--- src/rtl/psc_defines.svh ---
// Register offsets, field positions, reset values and timing counts for pulse skip control
`ifndef PSC_DEFINES_SVH
`define PSC_DEFINES_SVH

// ----------------------------------------------------------------
// Register byte addresses
// ----------------------------------------------------------------
`define PSC_ADDR_OUTCTL     12'h000
`define PSC_ADDR_DUTY_FIRST 12'h004
`define PSC_ADDR_GDUTY      12'h01C
`define PSC_ADDR_GSEL       12'h020
`define PSC_ADDR_INSEL      12'h024
`define PSC_ADDR_STATUS     12'h028

// ----------------------------------------------------------------
// Field positions
// ----------------------------------------------------------------
`define PSC_OUTCTL_ON_LSB   0
`define PSC_OUTCTL_PSF_LSB  8
`define PSC_STAT_CH_LSB     0
`define PSC_STAT_IN_LSB     8
`define PSC_STAT_FAIL_BIT   12
`define PSC_STAT_CLKF_BIT   13
`define PSC_STAT_SKIP_LSB   16

// ----------------------------------------------------------------
// Reset values and duty codes
// ----------------------------------------------------------------
`define PSC_RST_ON          6'h00
`define PSC_RST_PSF         5'h00
`define PSC_RST_DUTY        8'h00
`define PSC_RST_GSEL        6'h00
`define PSC_RST_INSEL       8'h00
`define PSC_DUTY_FULL       8'hFF
`define PSC_DUTY_REDUCED    8'hF7
`define PSC_DUTY_SKIP_LOW   8'hF8

// ----------------------------------------------------------------
// Timing
// ----------------------------------------------------------------
`define PSC_CLK_PERIOD_NS   10
`define PSC_DEGLITCH_NS     10000
`define PSC_DEGLITCH_CYCLES ((`PSC_DEGLITCH_NS + `PSC_CLK_PERIOD_NS - 1) / `PSC_CLK_PERIOD_NS)
`define PSC_CLK_FAIL_NS     80000
`define PSC_CLK_FAIL_CYCLES (`PSC_CLK_FAIL_NS / `PSC_CLK_PERIOD_NS)

`endif

--- src/rtl/psc_pkg.sv ---
// Types shared by the pulse skip and input control design
package psc_pkg;

  typedef logic [7:0] psc_duty_t;

  typedef enum logic [1:0] {
    PSC_APB_IDLE = 2'b01,
    PSC_APB_RESP = 2'b10
  } psc_apb_state_t;

  typedef enum logic [1:0] {
    PSC_SEL_SERIAL      = 2'b00,
    PSC_SEL_INPUT       = 2'b01,
    PSC_SEL_INPUT_GATED = 2'b10,
    PSC_SEL_SERIAL_SWAP = 2'b11
  } psc_insel_t;

endpackage : psc_pkg

--- src/rtl/psc_filt_if.sv ---
// Interface between the control logic and the direct input deglitch filter
`timescale 1ns/1ps

interface psc_filt_if #(
  parameter int N = 4
);
  logic [N-1:0] raw;
  logic [N-1:0] filtered;

  modport filt (input raw, output filtered);
  modport user (output raw, input filtered);
endinterface : psc_filt_if

--- src/rtl/psc_deglitch.sv ---
// Synchroniser and deglitch filter for the direct control inputs
`timescale 1ns/1ps
`include "psc_defines.svh"

module psc_deglitch
  import psc_pkg::*;
#(
  parameter int N      = 4,
  parameter int CYCLES = `PSC_DEGLITCH_CYCLES
) (
  // Clock and reset
  input  wire logic pclk,
  input  wire logic presetn,
  // Raw pins in, filtered levels out
  psc_filt_if.filt  bus
);

  localparam int CW = $clog2(CYCLES + 1);

  genvar i;
  generate
    for (i = 0; i < N; i++) begin : g_in
      logic          sync1_q;
      logic          sync2_q;
      logic          filt_q;
      logic [CW-1:0] cnt_q;

      always_ff @(posedge pclk or negedge presetn) begin
        if (!presetn) begin
          sync1_q <= 1'b0;
          sync2_q <= 1'b0;
        end else begin
          sync1_q <= bus.raw[i];
          sync2_q <= sync1_q;
        end
      end

      // New level is taken only after it held for the full window
      always_ff @(posedge pclk or negedge presetn) begin
        if (!presetn) begin
          filt_q <= 1'b0;
          cnt_q  <= '0;
        end else if (sync2_q == filt_q) begin
          cnt_q  <= '0;
        end else if (cnt_q == CW'(CYCLES - 1)) begin
          filt_q <= sync2_q;
          cnt_q  <= '0;
        end else begin
          cnt_q  <= cnt_q + 1'b1;
        end
      end

      assign bus.filtered[i] = filt_q;
    end
  endgenerate

endmodule : psc_deglitch

--- src/rtl/psc_top.sv ---
// Pulse skip PWM extension and per-channel on/off source selection with APB registers
// ----------------------------------------------------------------
// How it works
// - Codes F8..FE interpolated over eight states
// - Codes 00..F7 never interpolated
// - Interpolation only in Normal mode
// - Skip enable separate per internal channel
// - External switch output never skips
// - Skip bits share register with on bits
// - Skip bit zero disables; reset zero
// - Skip bit one enables skipping
// - Four direct inputs wake and control
// - Two-bit field selects input effect
// - Direct inputs deglitched before use
// - Channels 1-4 from on bit or input
// - Channels 5-6 only from on bits
// - Rising channel-on of 1-5 starts overcurrent window
// - Fail: 1-4 follow inputs, 5-6 off
// - Fail: input rising starts overcurrent window
// - Fail mode: plain on/off, no PWM
// - On bit switches channel, and window for 1-5
// - Global duty keeps own skip setting
// ----------------------------------------------------------------
//
// The APB interface to the registers and the register offsets are this design's own decisions.
`timescale 1ns/1ps
`include "psc_defines.svh"

module psc_top
  import psc_pkg::*;
#(
  parameter int NCH             = 6,
  parameter int NIN             = 4,
  parameter int DEGLITCH_CYCLES = `PSC_DEGLITCH_CYCLES,
  parameter int CLK_FAIL_CYCLES = `PSC_CLK_FAIL_CYCLES
) (
  // Clock and reset
  input  wire  logic             pclk,
  input  wire  logic             presetn,
  // APB slave
  input  wire  logic             psel,
  input  wire  logic             penable,
  input  wire  logic             pwrite,
  input  wire  logic [11:0]      paddr,
  input  wire  logic [31:0]      pwdata,
  output logic       [31:0]      prdata,
  output logic                   pready,
  output logic                   pslverr,
  // Device state and pins
  input  wire  logic             fail_mode,
  input  wire  logic             pwm_clk_in,
  input  wire  logic [NIN-1:0]   direct_control_input,
  // Channel controls
  output logic       [NCH-1:0]   channel_on_signal,
  output logic       [NCH-2:0]   channel_drive,
  output logic                   external_switch_output,
  output logic       [NCH-2:0]   oc_window_start,
  output logic                   wake_request
);

  localparam int CFW = $clog2(CLK_FAIL_CYCLES + 1);

  // ----------------------------------------------------------------
  // Registers
  // ----------------------------------------------------------------
  psc_apb_state_t     apb_state_q;
  logic [NCH-1:0]     on_q;
  logic [NCH-2:0]     pulse_skip_enable_q;
  psc_duty_t          duty_q [NCH];
  psc_duty_t          gduty_q;
  logic [NCH-1:0]     gsel_q;
  logic [2*NIN-1:0]   insel_q;
  logic [31:0]        rdata_d;
  logic               mapped;
  logic               wr_en;

  assign wr_en  = psel && penable && pwrite && pready && (apb_state_q == PSC_APB_RESP);
  assign mapped = (paddr[1:0] == 2'b00) && (paddr <= `PSC_ADDR_STATUS);

  // No wait state: answer registered at the end of setup, ready in the first access cycle
  always_ff @(posedge pclk or negedge presetn) begin
    if (!presetn) begin
      apb_state_q <= PSC_APB_IDLE;
      pready      <= 1'b0;
      pslverr     <= 1'b0;
      prdata      <= 32'h0000_0000;
    end else begin
      unique case (apb_state_q)
        PSC_APB_IDLE: begin
          if (psel && !penable) begin
            apb_state_q <= PSC_APB_RESP;
            pready      <= 1'b1;
            pslverr     <= !mapped;
            prdata      <= pwrite ? 32'h0000_0000 : rdata_d;
          end
        end
        PSC_APB_RESP: begin
          apb_state_q <= PSC_APB_IDLE;
          pready      <= 1'b0;
          pslverr     <= 1'b0;
          prdata      <= 32'h0000_0000;
        end
        default: begin
          apb_state_q <= PSC_APB_IDLE;
          pready      <= 1'b0;
        end
      endcase
    end
  end

  always_ff @(posedge pclk or negedge presetn) begin
    if (!presetn) begin
      on_q                <= `PSC_RST_ON;
      pulse_skip_enable_q <= `PSC_RST_PSF;
    end else if (wr_en && paddr == `PSC_ADDR_OUTCTL) begin
      on_q                <= pwdata[`PSC_OUTCTL_ON_LSB +: NCH];
      pulse_skip_enable_q <= pwdata[`PSC_OUTCTL_PSF_LSB +: NCH-1];
    end
  end

  genvar k;
  generate
    for (k = 0; k < NCH; k++) begin : g_duty
      always_ff @(posedge pclk or negedge presetn) begin
        if (!presetn) begin
          duty_q[k] <= `PSC_RST_DUTY;
        end else if (wr_en && paddr == (`PSC_ADDR_DUTY_FIRST + 12'(4 * k))) begin
          duty_q[k] <= pwdata[7:0];
        end
      end
    end
  endgenerate

  always_ff @(posedge pclk or negedge presetn) begin
    if (!presetn) begin
      gduty_q <= `PSC_RST_DUTY;
      gsel_q  <= `PSC_RST_GSEL;
      insel_q <= `PSC_RST_INSEL;
    end else if (wr_en) begin
      if (paddr == `PSC_ADDR_GDUTY) begin
        gduty_q <= pwdata[7:0];
      end
      if (paddr == `PSC_ADDR_GSEL) begin
        gsel_q <= pwdata[NCH-1:0];
      end
      if (paddr == `PSC_ADDR_INSEL) begin
        insel_q <= pwdata[2*NIN-1:0];
      end
    end
  end

  // ----------------------------------------------------------------
  // Direct inputs
  // ----------------------------------------------------------------
  psc_filt_if #(.N(NIN)) filt_bus ();

  assign filt_bus.raw = direct_control_input;

  psc_deglitch #(
    .N      (NIN),
    .CYCLES (DEGLITCH_CYCLES)
  ) u_deglitch (
    .pclk    (pclk),
    .presetn (presetn),
    .bus     (filt_bus)
  );

  logic [NIN-1:0] filtered_direct_input;
  logic [NIN-1:0] filtered_prev_q;

  assign filtered_direct_input = filt_bus.filtered;

  // Any active input asks the device to wake
  always_ff @(posedge pclk or negedge presetn) begin
    if (!presetn) begin
      wake_request    <= 1'b0;
      filtered_prev_q <= '0;
    end else begin
      wake_request    <= |filtered_direct_input;
      filtered_prev_q <= filtered_direct_input;
    end
  end

  // ----------------------------------------------------------------
  // Reference PWM clock
  // ----------------------------------------------------------------
  logic            pclk_in_s1_q;
  logic            pclk_in_s2_q;
  logic            pclk_in_s3_q;
  logic            pwm_tick;
  logic [CFW-1:0]  fail_cnt_q;
  logic            clk_failed_q;
  psc_duty_t       pwm_cnt_q;
  logic [2:0]      skip_state_q;

  always_ff @(posedge pclk or negedge presetn) begin
    if (!presetn) begin
      pclk_in_s1_q <= 1'b0;
      pclk_in_s2_q <= 1'b0;
      pclk_in_s3_q <= 1'b0;
    end else begin
      pclk_in_s1_q <= pwm_clk_in;
      pclk_in_s2_q <= pclk_in_s1_q;
      pclk_in_s3_q <= pclk_in_s2_q;
    end
  end

  assign pwm_tick = pclk_in_s2_q && !pclk_in_s3_q;

  // Stalled reference clock falls back to full on rather than a frozen duty
  always_ff @(posedge pclk or negedge presetn) begin
    if (!presetn) begin
      fail_cnt_q   <= '0;
      clk_failed_q <= 1'b1;
    end else if (pwm_tick) begin
      fail_cnt_q   <= '0;
      clk_failed_q <= 1'b0;
    end else if (fail_cnt_q == CFW'(CLK_FAIL_CYCLES - 1)) begin
      clk_failed_q <= 1'b1;
    end else begin
      fail_cnt_q   <= fail_cnt_q + 1'b1;
    end
  end

  always_ff @(posedge pclk or negedge presetn) begin
    if (!presetn) begin
      pwm_cnt_q    <= 8'h00;
      skip_state_q <= 3'h0;
    end else if (pwm_tick) begin
      pwm_cnt_q <= pwm_cnt_q + 8'h01;
      if (pwm_cnt_q == `PSC_DUTY_FULL) begin
        skip_state_q <= skip_state_q + 3'h1;
      end
    end
  end

  // Bit-reversed state spreads the reduced periods evenly over the frame
  function automatic logic [2:0] psc_bitrev3(input logic [2:0] s);
    psc_bitrev3 = {s[0], s[1], s[2]};
  endfunction : psc_bitrev3

  logic [2:0] skip_rank;
  assign skip_rank = psc_bitrev3(skip_state_q);

  // ----------------------------------------------------------------
  // Channel control
  // ----------------------------------------------------------------
  logic [NCH-1:0] ch_d;
  logic [NCH-1:0] pwm_level;
  logic [NCH-2:0] oc_start_d;

  genvar i;
  generate
    for (i = 0; i < NCH; i++) begin : g_ch
      psc_duty_t base;
      psc_duty_t code;
      psc_duty_t gap;
      logic      use_global;
      logic      skip_on;
      logic      in_range;

      if (i < NIN) begin : g_in
        psc_insel_t sel;
        assign sel = psc_insel_t'(insel_q[2*i +: 2]);
        // Fail mode follows the input; Normal uses on bit and selector
        assign ch_d[i] = fail_mode ? filtered_direct_input[i]
                       : on_q[i] && (sel == PSC_SEL_SERIAL || sel == PSC_SEL_SERIAL_SWAP
                                     || filtered_direct_input[i]);
        assign use_global = gsel_q[i] ^ (sel == PSC_SEL_SERIAL_SWAP
                                         && filtered_direct_input[i]);
      end else begin : g_serial
        assign ch_d[i] = fail_mode ? 1'b0 : on_q[i];
        assign use_global = gsel_q[i];
      end

      assign base = use_global ? gduty_q : duty_q[i];

      if (i < NCH - 1) begin : g_skip
        assign skip_on = pulse_skip_enable_q[i] && !fail_mode;
      end else begin : g_noskip
        assign skip_on = 1'b0;
      end

      // Only F8..FE are interpolated; low codes pass unchanged
      assign in_range = base >= `PSC_DUTY_SKIP_LOW && base != `PSC_DUTY_FULL;
      assign gap      = `PSC_DUTY_FULL - base;
      assign code     = (skip_on && in_range && {5'h00, skip_rank} < gap)
                        ? `PSC_DUTY_REDUCED : (skip_on && in_range)
                        ? `PSC_DUTY_FULL : base;
      assign pwm_level[i] = fail_mode || clk_failed_q || code == `PSC_DUTY_FULL
                            || pwm_cnt_q <= code;
    end

    for (i = 0; i < NCH - 1; i++) begin : g_oc
      if (i < NIN) begin : g_in
        assign oc_start_d[i] = fail_mode
                             ? (filtered_direct_input[i] && !filtered_prev_q[i])
                             : (ch_d[i] && !channel_on_signal[i]);
      end else begin : g_serial
        assign oc_start_d[i] = !fail_mode && ch_d[i] && !channel_on_signal[i];
      end
    end
  endgenerate

  always_ff @(posedge pclk or negedge presetn) begin
    if (!presetn) begin
      channel_on_signal      <= '0;
      channel_drive          <= '0;
      external_switch_output <= 1'b0;
      oc_window_start        <= '0;
    end else begin
      channel_on_signal      <= ch_d;
      channel_drive          <= ch_d[NCH-2:0] & pwm_level[NCH-2:0];
      external_switch_output <= ch_d[NCH-1] & pwm_level[NCH-1];
      oc_window_start        <= oc_start_d;
    end
  end

  // ----------------------------------------------------------------
  // Read mux
  // ----------------------------------------------------------------
  always_comb begin
    rdata_d = 32'h0000_0000;
    if (paddr == `PSC_ADDR_OUTCTL) begin
      rdata_d[`PSC_OUTCTL_ON_LSB +: NCH]    = on_q;
      rdata_d[`PSC_OUTCTL_PSF_LSB +: NCH-1] = pulse_skip_enable_q;
    end else if (paddr == `PSC_ADDR_GDUTY) begin
      rdata_d[7:0] = gduty_q;
    end else if (paddr == `PSC_ADDR_GSEL) begin
      rdata_d[NCH-1:0] = gsel_q;
    end else if (paddr == `PSC_ADDR_INSEL) begin
      rdata_d[2*NIN-1:0] = insel_q;
    end else if (paddr == `PSC_ADDR_STATUS) begin
      rdata_d[`PSC_STAT_CH_LSB +: NCH]  = channel_on_signal;
      rdata_d[`PSC_STAT_IN_LSB +: NIN]  = filtered_direct_input;
      rdata_d[`PSC_STAT_FAIL_BIT]       = fail_mode;
      rdata_d[`PSC_STAT_CLKF_BIT]       = clk_failed_q;
      rdata_d[`PSC_STAT_SKIP_LSB +: 3]  = skip_state_q;
    end else begin
      for (int d = 0; d < NCH; d++) begin
        if (paddr == (`PSC_ADDR_DUTY_FIRST + 12'(4 * d))) begin
          rdata_d[7:0] = duty_q[d];
        end
      end
    end
  end

endmodule : psc_top

--- config.mk ---
export PLATFORM = sky130hd
export DESIGN_NAME = psc_top
export DESIGN_NICKNAME = d
export VERILOG_FILES = /design/src/rtl/psc_pkg.sv /design/src/rtl/psc_filt_if.sv /design/src/rtl/psc_deglitch.sv /design/src/rtl/psc_top.sv
export VERILOG_INCLUDE_DIRS = /design/src /design/src/rtl
export SDC_FILE = /design/constraint.sdc
export NUM_CORES = 1
export LEC_CHECK = 0
export ABC_AREA = 1
export BUFFER_PORTS_ARGS = -buffer_cell sky130_fd_sc_hd__buf_2
export CAP_MARGIN = 40
export CORE_ASPECT_RATIO = 1.4
export CORE_MARGIN = 2
export CORE_UTILIZATION = 55
export DETAILED_ROUTE_END_ITERATION = 7
export PLACE_DENSITY = 0.75
export RECOVER_POWER = 50
export SLEW_MARGIN = 5
export SYNTH_ARGS = -nofsm -noshare
export SYNTH_HDL_FRONTEND = slang
export SYNTH_HIERARCHICAL = 1
export SYNTH_SLANG_ARGS = --single-unit
--- constraint.sdc ---
create_clock -name pclk -period 6 [get_ports pclk]
set_input_delay 1.2 -clock pclk [delete_from_list [all_inputs] [get_ports pclk]]
set_output_delay 1.2 -clock pclk [all_outputs]
set_load 0.05 [all_outputs]
==> results.toml, run 1 <==
[final_layout]
final_cell_mix = "nand2_1, inv_1, dfrtp_1, o21ai_0, nand3_1"
drive_above_1_share_pct = 10.2
n_antenna_cell = 0
fillCellCount = 1868
finish.utilization_pct = 62.2
layout.nets = 1734
syn2layout_area_growth_pct = 10.7
layout_commonest_cell = "nand2_1"

[sta]
rsz0062_at_grt = "no"
setup_tns_ps = 0
slew_violations = 45
finalCritPeriodShare_pct = 56.8
hold_ws_ps = 347
layout_min_cycle_time_ps = 3410
tightestPinTransition_ps = 2460
finalHoldViolCount = 0
slew-limit-headroom_pct = -64.0
skew_ps = 27.4
fmax_mhz = 294
setup_viol = 0

[cts]
post_cts.repair.setup_buffers = 0
cts_sinks = 203
cts_tree = "built"
ctsResizeCount = 0
clockBufferDepth = 3
clkLatencyLatePin_ps = 530
path_clk_slew_ps = 60
cts_root_buf = "clkbuf_16"
cts_htree_levels = 1
cts_buffers = 22
cts_hold_buf = 0

[route]
drtAntennaViolNets = 0
first_iter_violations = 851
drt_first_pass_iters = 6
dr_total_vias = 10400
viasPerCell = 5.51
drc = 0
wl_per_cell_um = 16.3
routed_wl_um = 30800

[logic_synthesis]
ys_seq_elements = 203
synthDistinctLibCells = 50
yosysWarningCount = 6
seq_area_frac_synth_pct = 42.6
synth_top_area_share_pct = 42.2
ys.flop_type = "dfrtp_1"
async_flop_share_pct = 100
synth_largest_area_cell = "dfrtp_1"
synth.area.top_cells = "dfrtp_1, nand2_1, ha_1"
avgSynthCellArea_um2 = 7.76
synth_edf_count = 0
syn_inst = 1536
netlist_area_mm2 = 0.0119

[die]
dieArea_mm2 = 0.0229
start_util_pct = 56.2
ioPinCount = 107
die_h_um = 178
core_mm2 = 0.0212
fp.dieW_um = 128
num_rows = 63

[min_path]
min_path_cells = 0
hold_class = "reg -> reg"
hold_end = "u_deglitch/g_in[0].sync2_q"
min-delay-start = "u_deglitch/g_in[0].sync1_q"

[worst_setup_path]
worstReg2RegStart = "u_deglitch/g_in[0].filt_q"
r2r_setup_slack_ps = 2760
cp-end-kind = "register"
reg2reg_to = "channel_drive[0]"
startpoint = "fail_mode"
worstRegToRegCells = 16
crit_path_start_kind = "input pin"
worst-endpoint-required_ps = 6360
criticalPathCategory = "in -> reg"
crit_fanout = 24
cp.arrival_ps = 3770

[grt]
grt.overflow.total = 0
grt_pass1_wl_um = 49400
antenna_found_initial = 0
grt_usage_pct = 27.3
grt_pass1_vias = 9880
grt_max_degree = 81

[power]
leakage_uw = 0.00658
vdd_drop_max_mv = 0.252
power_density_mw_per_mm2 = 259
finalPower_uw = 3420

[run]
max_cap_violations = 1

[placement]
numPortBuffers = 72
hpwlAfterDp_um = 23400
gp_congestion = 0.979

[outcome]
failed_checks = "capacitance limit, slew limit"
status = "complete, but fails checks"
[flip-flops by register name (all words and copies together) (netlist names), 5 cells and up]
signal	cells
insel_q	8
duty_q	48
prdata	17
u_deglitch/g_in.cnt_q	40
channel_drive	5
pwm_cnt_q	8
fail_cnt_q	13
channel_on_signal	6
on_q	6
gsel_q	6
oc_window_start	5
pulse_skip_enable_q	5
gduty_q	8
[cells in the mapped netlist, types with 13 or more instances]
cell,count
a21oi_1,51
buf_4,19
clkbuf_1,14
dfrtp_1,201
ha_1,69
inv_1,204
nand2_1,392
nand2_2,16
nand3_1,120
nand4_1,17
nor2_1,122
nor3_1,22
o21ai_0,136
o21ai_1,13
xor2_1,18
[where the power goes]
part           leakage, µW  switching, µW  internal [µW]
Sequential         0.00276           71.9           1410
Combinational      0.00344            305            182
Clock             0.000384            562            885
Total              0.00658            938           2480
[routing by layer]
| layer | vias to the layer above | part of all wire [%] | global-route usage (%) |
|---|---|---|---|
| li1 | 5132 | - | - |
| met1 | 4823 | 39 | 32.2 |
| met2 | 328 | 50 | 48.4 |
| met3 | 111 | 5.1 | 3.36 |
| met4 | 0 | 5.8 | 14.3 |
| met5 | - | 0 | 0 |
[worst max-delay path by stage]
stage	end	slack, ps
finish	channel_drive[3]	2590
global route	channel_drive[3]	2220
CTS	prdata[5]	2850
detailed placement	duty_q[3]	2410
global placement	prdata[3]	2450
floorplan	channel_drive[4]	3180
[cells by family (layout without fill, tap and decap cells)]
family	Yosys count	count (layout)	share of synthesized area (%)
and+or+nand+nor	736	736	27.5
buffers and inverters	251	326	8.71
AOI/OAI and AO/OA	244	244	11.4
DFF	203	203	42.6
adders and majority gates	69	69	7.24
xor gates and xnor gates	28	28	2.12
muxes	4	4	0.378
other	1	15	0.0315
[through the flow]
step                      cell area (µm²)  worst slack [ps]  std cells
after floorplan                     12000              3180       1550
after global placement              12400              2450       1842
after detailed placement            12500              2410       1846
after CTS                           13200              2850       1885
after global routing                13200              2220       1885
final                               13200              2590       1885
[cell type report]
class | instances | area (µm²) | share of cell area, %
Clock inverter | 11 | 170 | 1.29
Inverter | 208 | 781 | 5.92
Sequential cell | 203 | 5080 | 38.5
Tap cell | 260 | 325 | 2.47
Multi-Input combinational cell | 1096 | 5810 | 44.0
Timing Repair Buffer | 79 | 423 | 3.20
Clock buffer | 28 | 603 | 4.57
[critical path, stage by stage]
cell and delay, ps:
clkbuf_1 790, nor2_1 240, nand2_1 150, nand3b_1 180, nor2_1 60, nand2_1 70, nand2_1 60, ha_1 300
nand2_1 60, o21bai_1 150, a21oi_1 130, nor3_1 60, a211oi_1 200, a21oi_1 110
(Power assumes the default switching activity.)
==> inputs of run 2 (changes only) <==
--- a/config.mk
+++ b/config.mk
@@ -13,7 +13,7 @@
 export CORE_MARGIN = 2
 export CORE_UTILIZATION = 55
 export DETAILED_ROUTE_END_ITERATION = 7
-export PLACE_DENSITY = 0.75
+export PLACE_DENSITY = 0.78
 export RECOVER_POWER = 50
 export SLEW_MARGIN = 5
 export SYNTH_ARGS = -nofsm -noshare
==> constraint.sdc (replaced) <==
create_clock -name pclk -period 2.8 [get_ports pclk]
set_input_delay 0.56 -clock pclk [delete_from_list [all_inputs] [get_ports pclk]]
set_output_delay 0.56 -clock pclk [all_outputs]
set_load 0.05 [all_outputs]
==> run 2 against run 1 <==
  * Non-clock buffer count up 71
  * Sequential cell count stayed put
  * Via count up 3.9%
  * Die area unchanged
  * The run ends with capacitance limit, slew limit, setup timing left
  * Largest power group unchanged
  * Sequential share of layout area shrank 2.7 points
  * Final cell count up 3.7%
==> results.toml, run 2 (synthesis gave the netlist of run 1 again) <==
[outcome]
status = "complete, but fails checks"
failed_checks = "capacitance limit, slew limit, setup timing"

[worst_setup_path]
crit_path_start_kind = "register"
cp-end-kind = "register"
cp.arrival_ps = 3240
criticalPathCategory = "reg -> reg"
worst-endpoint-required_ps = 3180
crit_fanout = 5

[sta]
slew-limit-headroom_pct = -18.5
slew_violations = 68
setup_viol = 1
finalCritPeriodShare_pct = 102
skew_ps = 18.3
setup_tns_ps = -61.0
rsz0062_at_grt = "yes"
finalHoldViolCount = 0
layout_min_cycle_time_ps = 2860
fmax_mhz = 350
finalWorstSetupSlack_ps = -61.0
tightestPinTransition_ps = 1780

[final_layout]
final_cell_mix = "nand2_1, inv_1, dfrtp_1, o21ai_0, nor2_1"
drive_above_1_share_pct = 18.9
syn2layout_area_growth_pct = 19.1
layout.nets = 1804
largest_reg_flops = 48
reg_top3 = "duty_q (48), u_deglitch/g_in.cnt_q (40), prdata (17)"
n_antenna_cell = 0
top_register = "duty_q"
layout_commonest_cell = "nand2_1"

[die]
ioPinCount = 107
core_mm2 = 0.0212
dieArea_mm2 = 0.0229
num_rows = 63
die_h_um = 178
fp.dieW_um = 128
start_util_pct = 56.2

[cts]
clockBufferDepth = 3
path_clk_slew_ps = 70
cts_hold_buf = 0
cts_tree = "built"
clkLatencyLatePin_ps = 510
cts_root_buf = "clkbuf_16"
cts_buffers = 21
cts_sinks = 203
cts_htree_levels = 1

[run]
max_cap_violations = 1

[grt]
grt_max_degree = 70
antenna_found_initial = 0
grt_pass1_wl_um = 50700
grt.overflow.total = 0
grt_usage_pct = 28.0
grt_pass1_vias = 10200

[route]
drt_first_pass_iters = 6
wl_met3_um = 1760
met1Wirelength_um = 12300
routed_wl_um = 32300
wl_per_cell_um = 16.5
dr_total_vias = 10800
wl_met2_um = 16200
first_iter_violations = 889
viasPerCell = 5.52
drc = 0
highest_layer = "met4"
drtAntennaViolNets = 0

[placement]
numPortBuffers = 72
hpwlAfterDp_um = 23900
gp_congestion = 0.983

[power]
vdd_drop_max_mv = 0.530
power_density_mw_per_mm2 = 518
finalPower_uw = 7360
leakage_uw = 0.00709

[min_path]
hold_class = "in -> reg"
run 2: metrics by stage:
step / utilization (%) / cell area (µm²) / hold WS (ps) / instances / setup slack, ps
after floorplan: - / 12000 / 264 / 1550 / 153
after global placement: 60.9 / 12900 / 333 / 1900 / 11.1
after detailed placement: 60.9 / 12900 / 336 / 1900 / -117
after CTS: 65.0 / 13800 / 74.7 / 1942 / 0.0933
after global routing: 67.0 / 14200 / 150 / 1955 / -319
final: 67.0 / 14200 / 155 / 1955 / -61.0
run 2: where the power goes:
part	switching [µW]	total [µW]	leakage, µW	internal (µW)
clock network	1170	2990	0.000371	1810
registers	169	3200	0.00275	3030
logic	704	1180	0.00397	474
run 2: timing repair:
action,4_1_cts,5_1_grt
gates resized for setup,22,92
setup buffers,4,12
endpoints found under the setup margin,4,5
pin swaps,21,54
gates cloned,0,1
run 2: worst paths after layout:
check                                                start                    endpoint  slack [ps]  cells after the start
worst min-delay path               direct_control_input[2]  u_deglitch/g_in[2].sync1_q         150                      1
worst max register to register                  insel_q[1]            channel_drive[0]         -60                     19
worst min register to register  u_deglitch/g_in[3].sync1_q  u_deglitch/g_in[3].sync2_q         350                      0
worst max-delay path                            insel_q[1]            channel_drive[0]         -60                     19
max in group asynchronous                          presetn                  gduty_q[1]        1070                      1
min in group asynchronous                          presetn  u_deglitch/g_in[1].sync1_q         530                      1
run 2: worst max-delay path: stages, from the launching register on:
cell and delay [ps]:
dfrtp_1 410, ha_4 200, nand2_4 70, nand2_4 60, nand2_4 90, buf_4 130
nand2_1 50, o21ai_1 120, nand2_1 100, nor2_2 140, nand2_2 100, nor2_4 150
nor2_1 50, ha_1 280, nand2_2 60, o21bai_1 150, a21oi_1 150, nor3_1 70
a211oi_1 240, a21oi_1 110
run 2: cell type report:
class                   instances  area [µm²]
clock buffers                  29         616
clock inverters                 9         124
fillers                      1699        7000
inverters                     208         781
multi-input cells            1096        6280
flip-flops and latches        203        5090
well taps                     260         325
repair buffers                150         991
run 2: per-layer routing:
| layer | global-route usage, % | vias up |
|---|---|---|
| li1 | - | 5263 |
| met1 | 32.9 | 5029 |
| met2 | 50.5 | 378 |
| met3 | 3.78 | 130 |
| met4 | 12.7 | 0 |
| met5 | 0 | - |
==> inputs of run 3 (changes only) <==
--- a/config.mk
+++ b/config.mk
@@ -6,7 +6,7 @@
 export SDC_FILE = /design/constraint.sdc
 export NUM_CORES = 1
 export LEC_CHECK = 0
-export ABC_AREA = 1
+export ABC_AREA = 0
 export BUFFER_PORTS_ARGS = -buffer_cell sky130_fd_sc_hd__buf_2
 export CAP_MARGIN = 40
 export CORE_ASPECT_RATIO = 1.4
==> run 3 against run 2 <==
  * The flow still finishes with violations (capacitance limit, slew limit, setup timing)
  * Global-route usage is 2.7 points higher
  * First-iteration DRC count is 11% lower
  * Clock power is 11% higher
  * Critical path depth is 5 lower
==> results.toml, run 3 <==
[worst_setup_path]
cp-end-kind = "register"
criticalPathCategory = "reg -> reg"
crit_fanout = 3
cp.arrival_ps = 3550
worst-endpoint-required_ps = 3240
worstReg2RegStart = "insel_q[0]"
startpoint = "insel_q[0]"
crit_path_start_kind = "register"

[final_layout]
top_register = "duty_q"
layout.nets = 1431
final_cell_mix = "dfrtp_1, buf_4, mux2_2, nor2_1, buf_2"
layout_commonest_cell = "dfrtp_1"
largest_reg_flops = 48
final_area_mm2 = 0.0142
fin_cells = 1583
syn2layout_area_growth_pct = 21.2
drive_above_1_share_pct = 30.3
finish.utilization_pct = 67.5
n_antenna_cell = 0
reg_top3 = "duty_q (48), u_deglitch/g_in.cnt_q (40), prdata (17)"

[cts]
clockBufferDepth = 3
cts_sinks = 203
cts_tree = "built"
cts_root_buf = "clkbuf_16"
cts_htree_levels = 1
path_clk_slew_ps = 60
cts_buffers = 22
clkLatencyLatePin_ps = 510

[grt]
grt_max_degree = 67
grt.overflow.total = 0
antenna_found_initial = 0
grt_pass1_wl_um = 54100
grt_usage_pct = 30.7
grt_pass1_vias = 10100

[placement]
dpl_worst_slack_ps = -338
hpwlAfterDp_um = 25200
gp_congestion = 0.949
numPortBuffers = 72
placed_area_mm2 = 0.0131
place_inst = 1526

[outcome]
failed_checks = "capacitance limit, slew limit, setup timing"
status = "complete, but fails checks"

[power]
leakage_uw = 0.00681
vdd_drop_max_mv = 0.597
power_density_mw_per_mm2 = 554

[logic_synthesis]
synthDistinctLibCells = 74
synth.area.top_cells = "dfrtp_1, mux2_2, ha_1"
async_flop_share_pct = 100
netlist_area_mm2 = 0.0117
ys.flop_type = "dfrtp_1"
synth_top_area_share_pct = 42.9
syn_inst = 1138
synth_largest_area_cell = "dfrtp_1"
avgSynthCellArea_um2 = 10.3
yosys-top-cells-count = "dfrtp_1, mux2_2, nor2_1, ha_1, nand2_1"
yosysWarningCount = 6
ys_seq_elements = 203
synth_edf_count = 0
seq_area_frac_synth_pct = 43.4
post-synth-top-count-cell = "dfrtp_1"

[route]
wl_per_cell_um = 22.1
dr_total_vias = 9979
drtAntennaViolNets = 0
drt_first_pass_iters = 6
drc = 0
routed_wl_um = 34900
viasPerCell = 6.30
first_iter_violations = 795

[sta]
fmax_mhz = 321
skew_ps = 14.9
slew-limit-headroom_pct = -11.3
layout_min_cycle_time_ps = 3120
finalHoldViolCount = 0
rsz0062_at_grt = "yes"
tightestPinTransition_ps = 1670
finalWorstSetupSlack_ps = -317
setup_viol = 4
slew_violations = 67
finalCritPeriodShare_pct = 111

[min_path]
min-delay-start = "direct_control_input[3]"
hold_class = "in -> reg"

[die]
fp.dieW_um = 127
num_rows = 63
die_h_um = 177
dieArea_mm2 = 0.0225
core_mm2 = 0.0210
start_util_pct = 55.7
ioPinCount = 107

[run]
max_cap_violations = 1
## run 3: cell count changes after synthesis, moves of 15 or more
cell | previous run | this run
mux2_2 | 4 | 100
nor2b_1 | 0 | 23
nor2_1 | 122 | 84
clkbuf_1 | 14 | 29
and3_1 | 1 | 20
nand3_1 | 120 | 48
nand2b_1 | 0 | 16
nand2_1 | 392 | 67
o21ai_0 | 136 | 57
mux2i_1 | 0 | 39
inv_1 | 204 | 28
## run 3: path summary, 6_finish.rpt
kind,depth (start not counted),endpoint,slack [ps]
worst max-delay path,14,channel_drive[0],-320
worst min-delay path,1,u_deglitch/g_in[3].sync1_q,160
worst max register to register,14,channel_drive[0],-320
worst min register to register,0,u_deglitch/g_in[0].sync2_q,350
max in group asynchronous,2,pwm_cnt_q[7],410
min in group asynchronous,1,insel_q[1],470
## run 3: what timing repair did
action                     CTS  global route
gates resized for setup      8            21
setup endpoints to repair    5             5
hold endpoints to repair     0             0
pin swaps                   23             3
setup buffers               13             4
hold buffers                 0             0
gates cloned                 0             0
## run 3: routing by layer
metal | wire length, µm | GRT usage (%) | part of all wire (%)
met1 | 13000 | 36.5 | 37
met2 | 17200 | 52.1 | 49
met5 | 0 | 0 | 0
met3 | 2370 | 5.14 | 6.8
met4 | 2310 | 17.9 | 6.6
## run 3: stage by stage
stage	hold WS (ps)	power (µW)	TNS [ps]
after global routing	151	8190	-2030
after global placement	333	4480	-819
final	157	7870	-976
after CTS	77.4	7880	-925
after detailed placement	341	4550	-1250
after floorplan	264	4090	-945
## run 3: critical path: stages (launching register included)
cell and delay [ps]:
dfrtp_1 390, ha_2 220, nand2_4 90, xor2_4 190, mux2_2 380, ha_2 190, buf_4 140, nor3_1 270
a21oi_2 120, o31ai_2 210, ha_1 300, o21ai_2 70, a21oi_1 80, o221a_2 250, o22ai_2 140
## run 3: power by group
part	switching (µW)	leakage, µW	total (µW)	internal [µW]
Combinational	813	0.00364	1340	527
Clock	1240	0.000405	3310	2070
Sequential	189	0.00276	3220	3030
## run 3: cell families (layout without fill, tap and decap cells)
kind of cell,after synthesis,count (layout),share of synthesized area [%]
and+or+nand+nor,356,356,16.1
AOI/OAI and AO/OA,233,233,12.8
DFF,203,203,43.4
muxes,141,141,13.1
buffers and inverters,87,258,3.45
adders and majority gates,69,69,7.36
xor gates and xnor gates,48,48,3.75
other,1,15,0.0320
## run 3: area by class of cell
| class | instances | area [µm²] |
|---|---|---|
| inverters | 28 | 105 |
| clock inverters | 12 | 201 |
| multi-input cells | 862 | 6600 |
| repair buffers | 190 | 1250 |
| flip-flops and latches | 203 | 5080 |
| well taps | 260 | 325 |
| fillers | 1554 | 6840 |
| clock buffers | 28 | 634 |
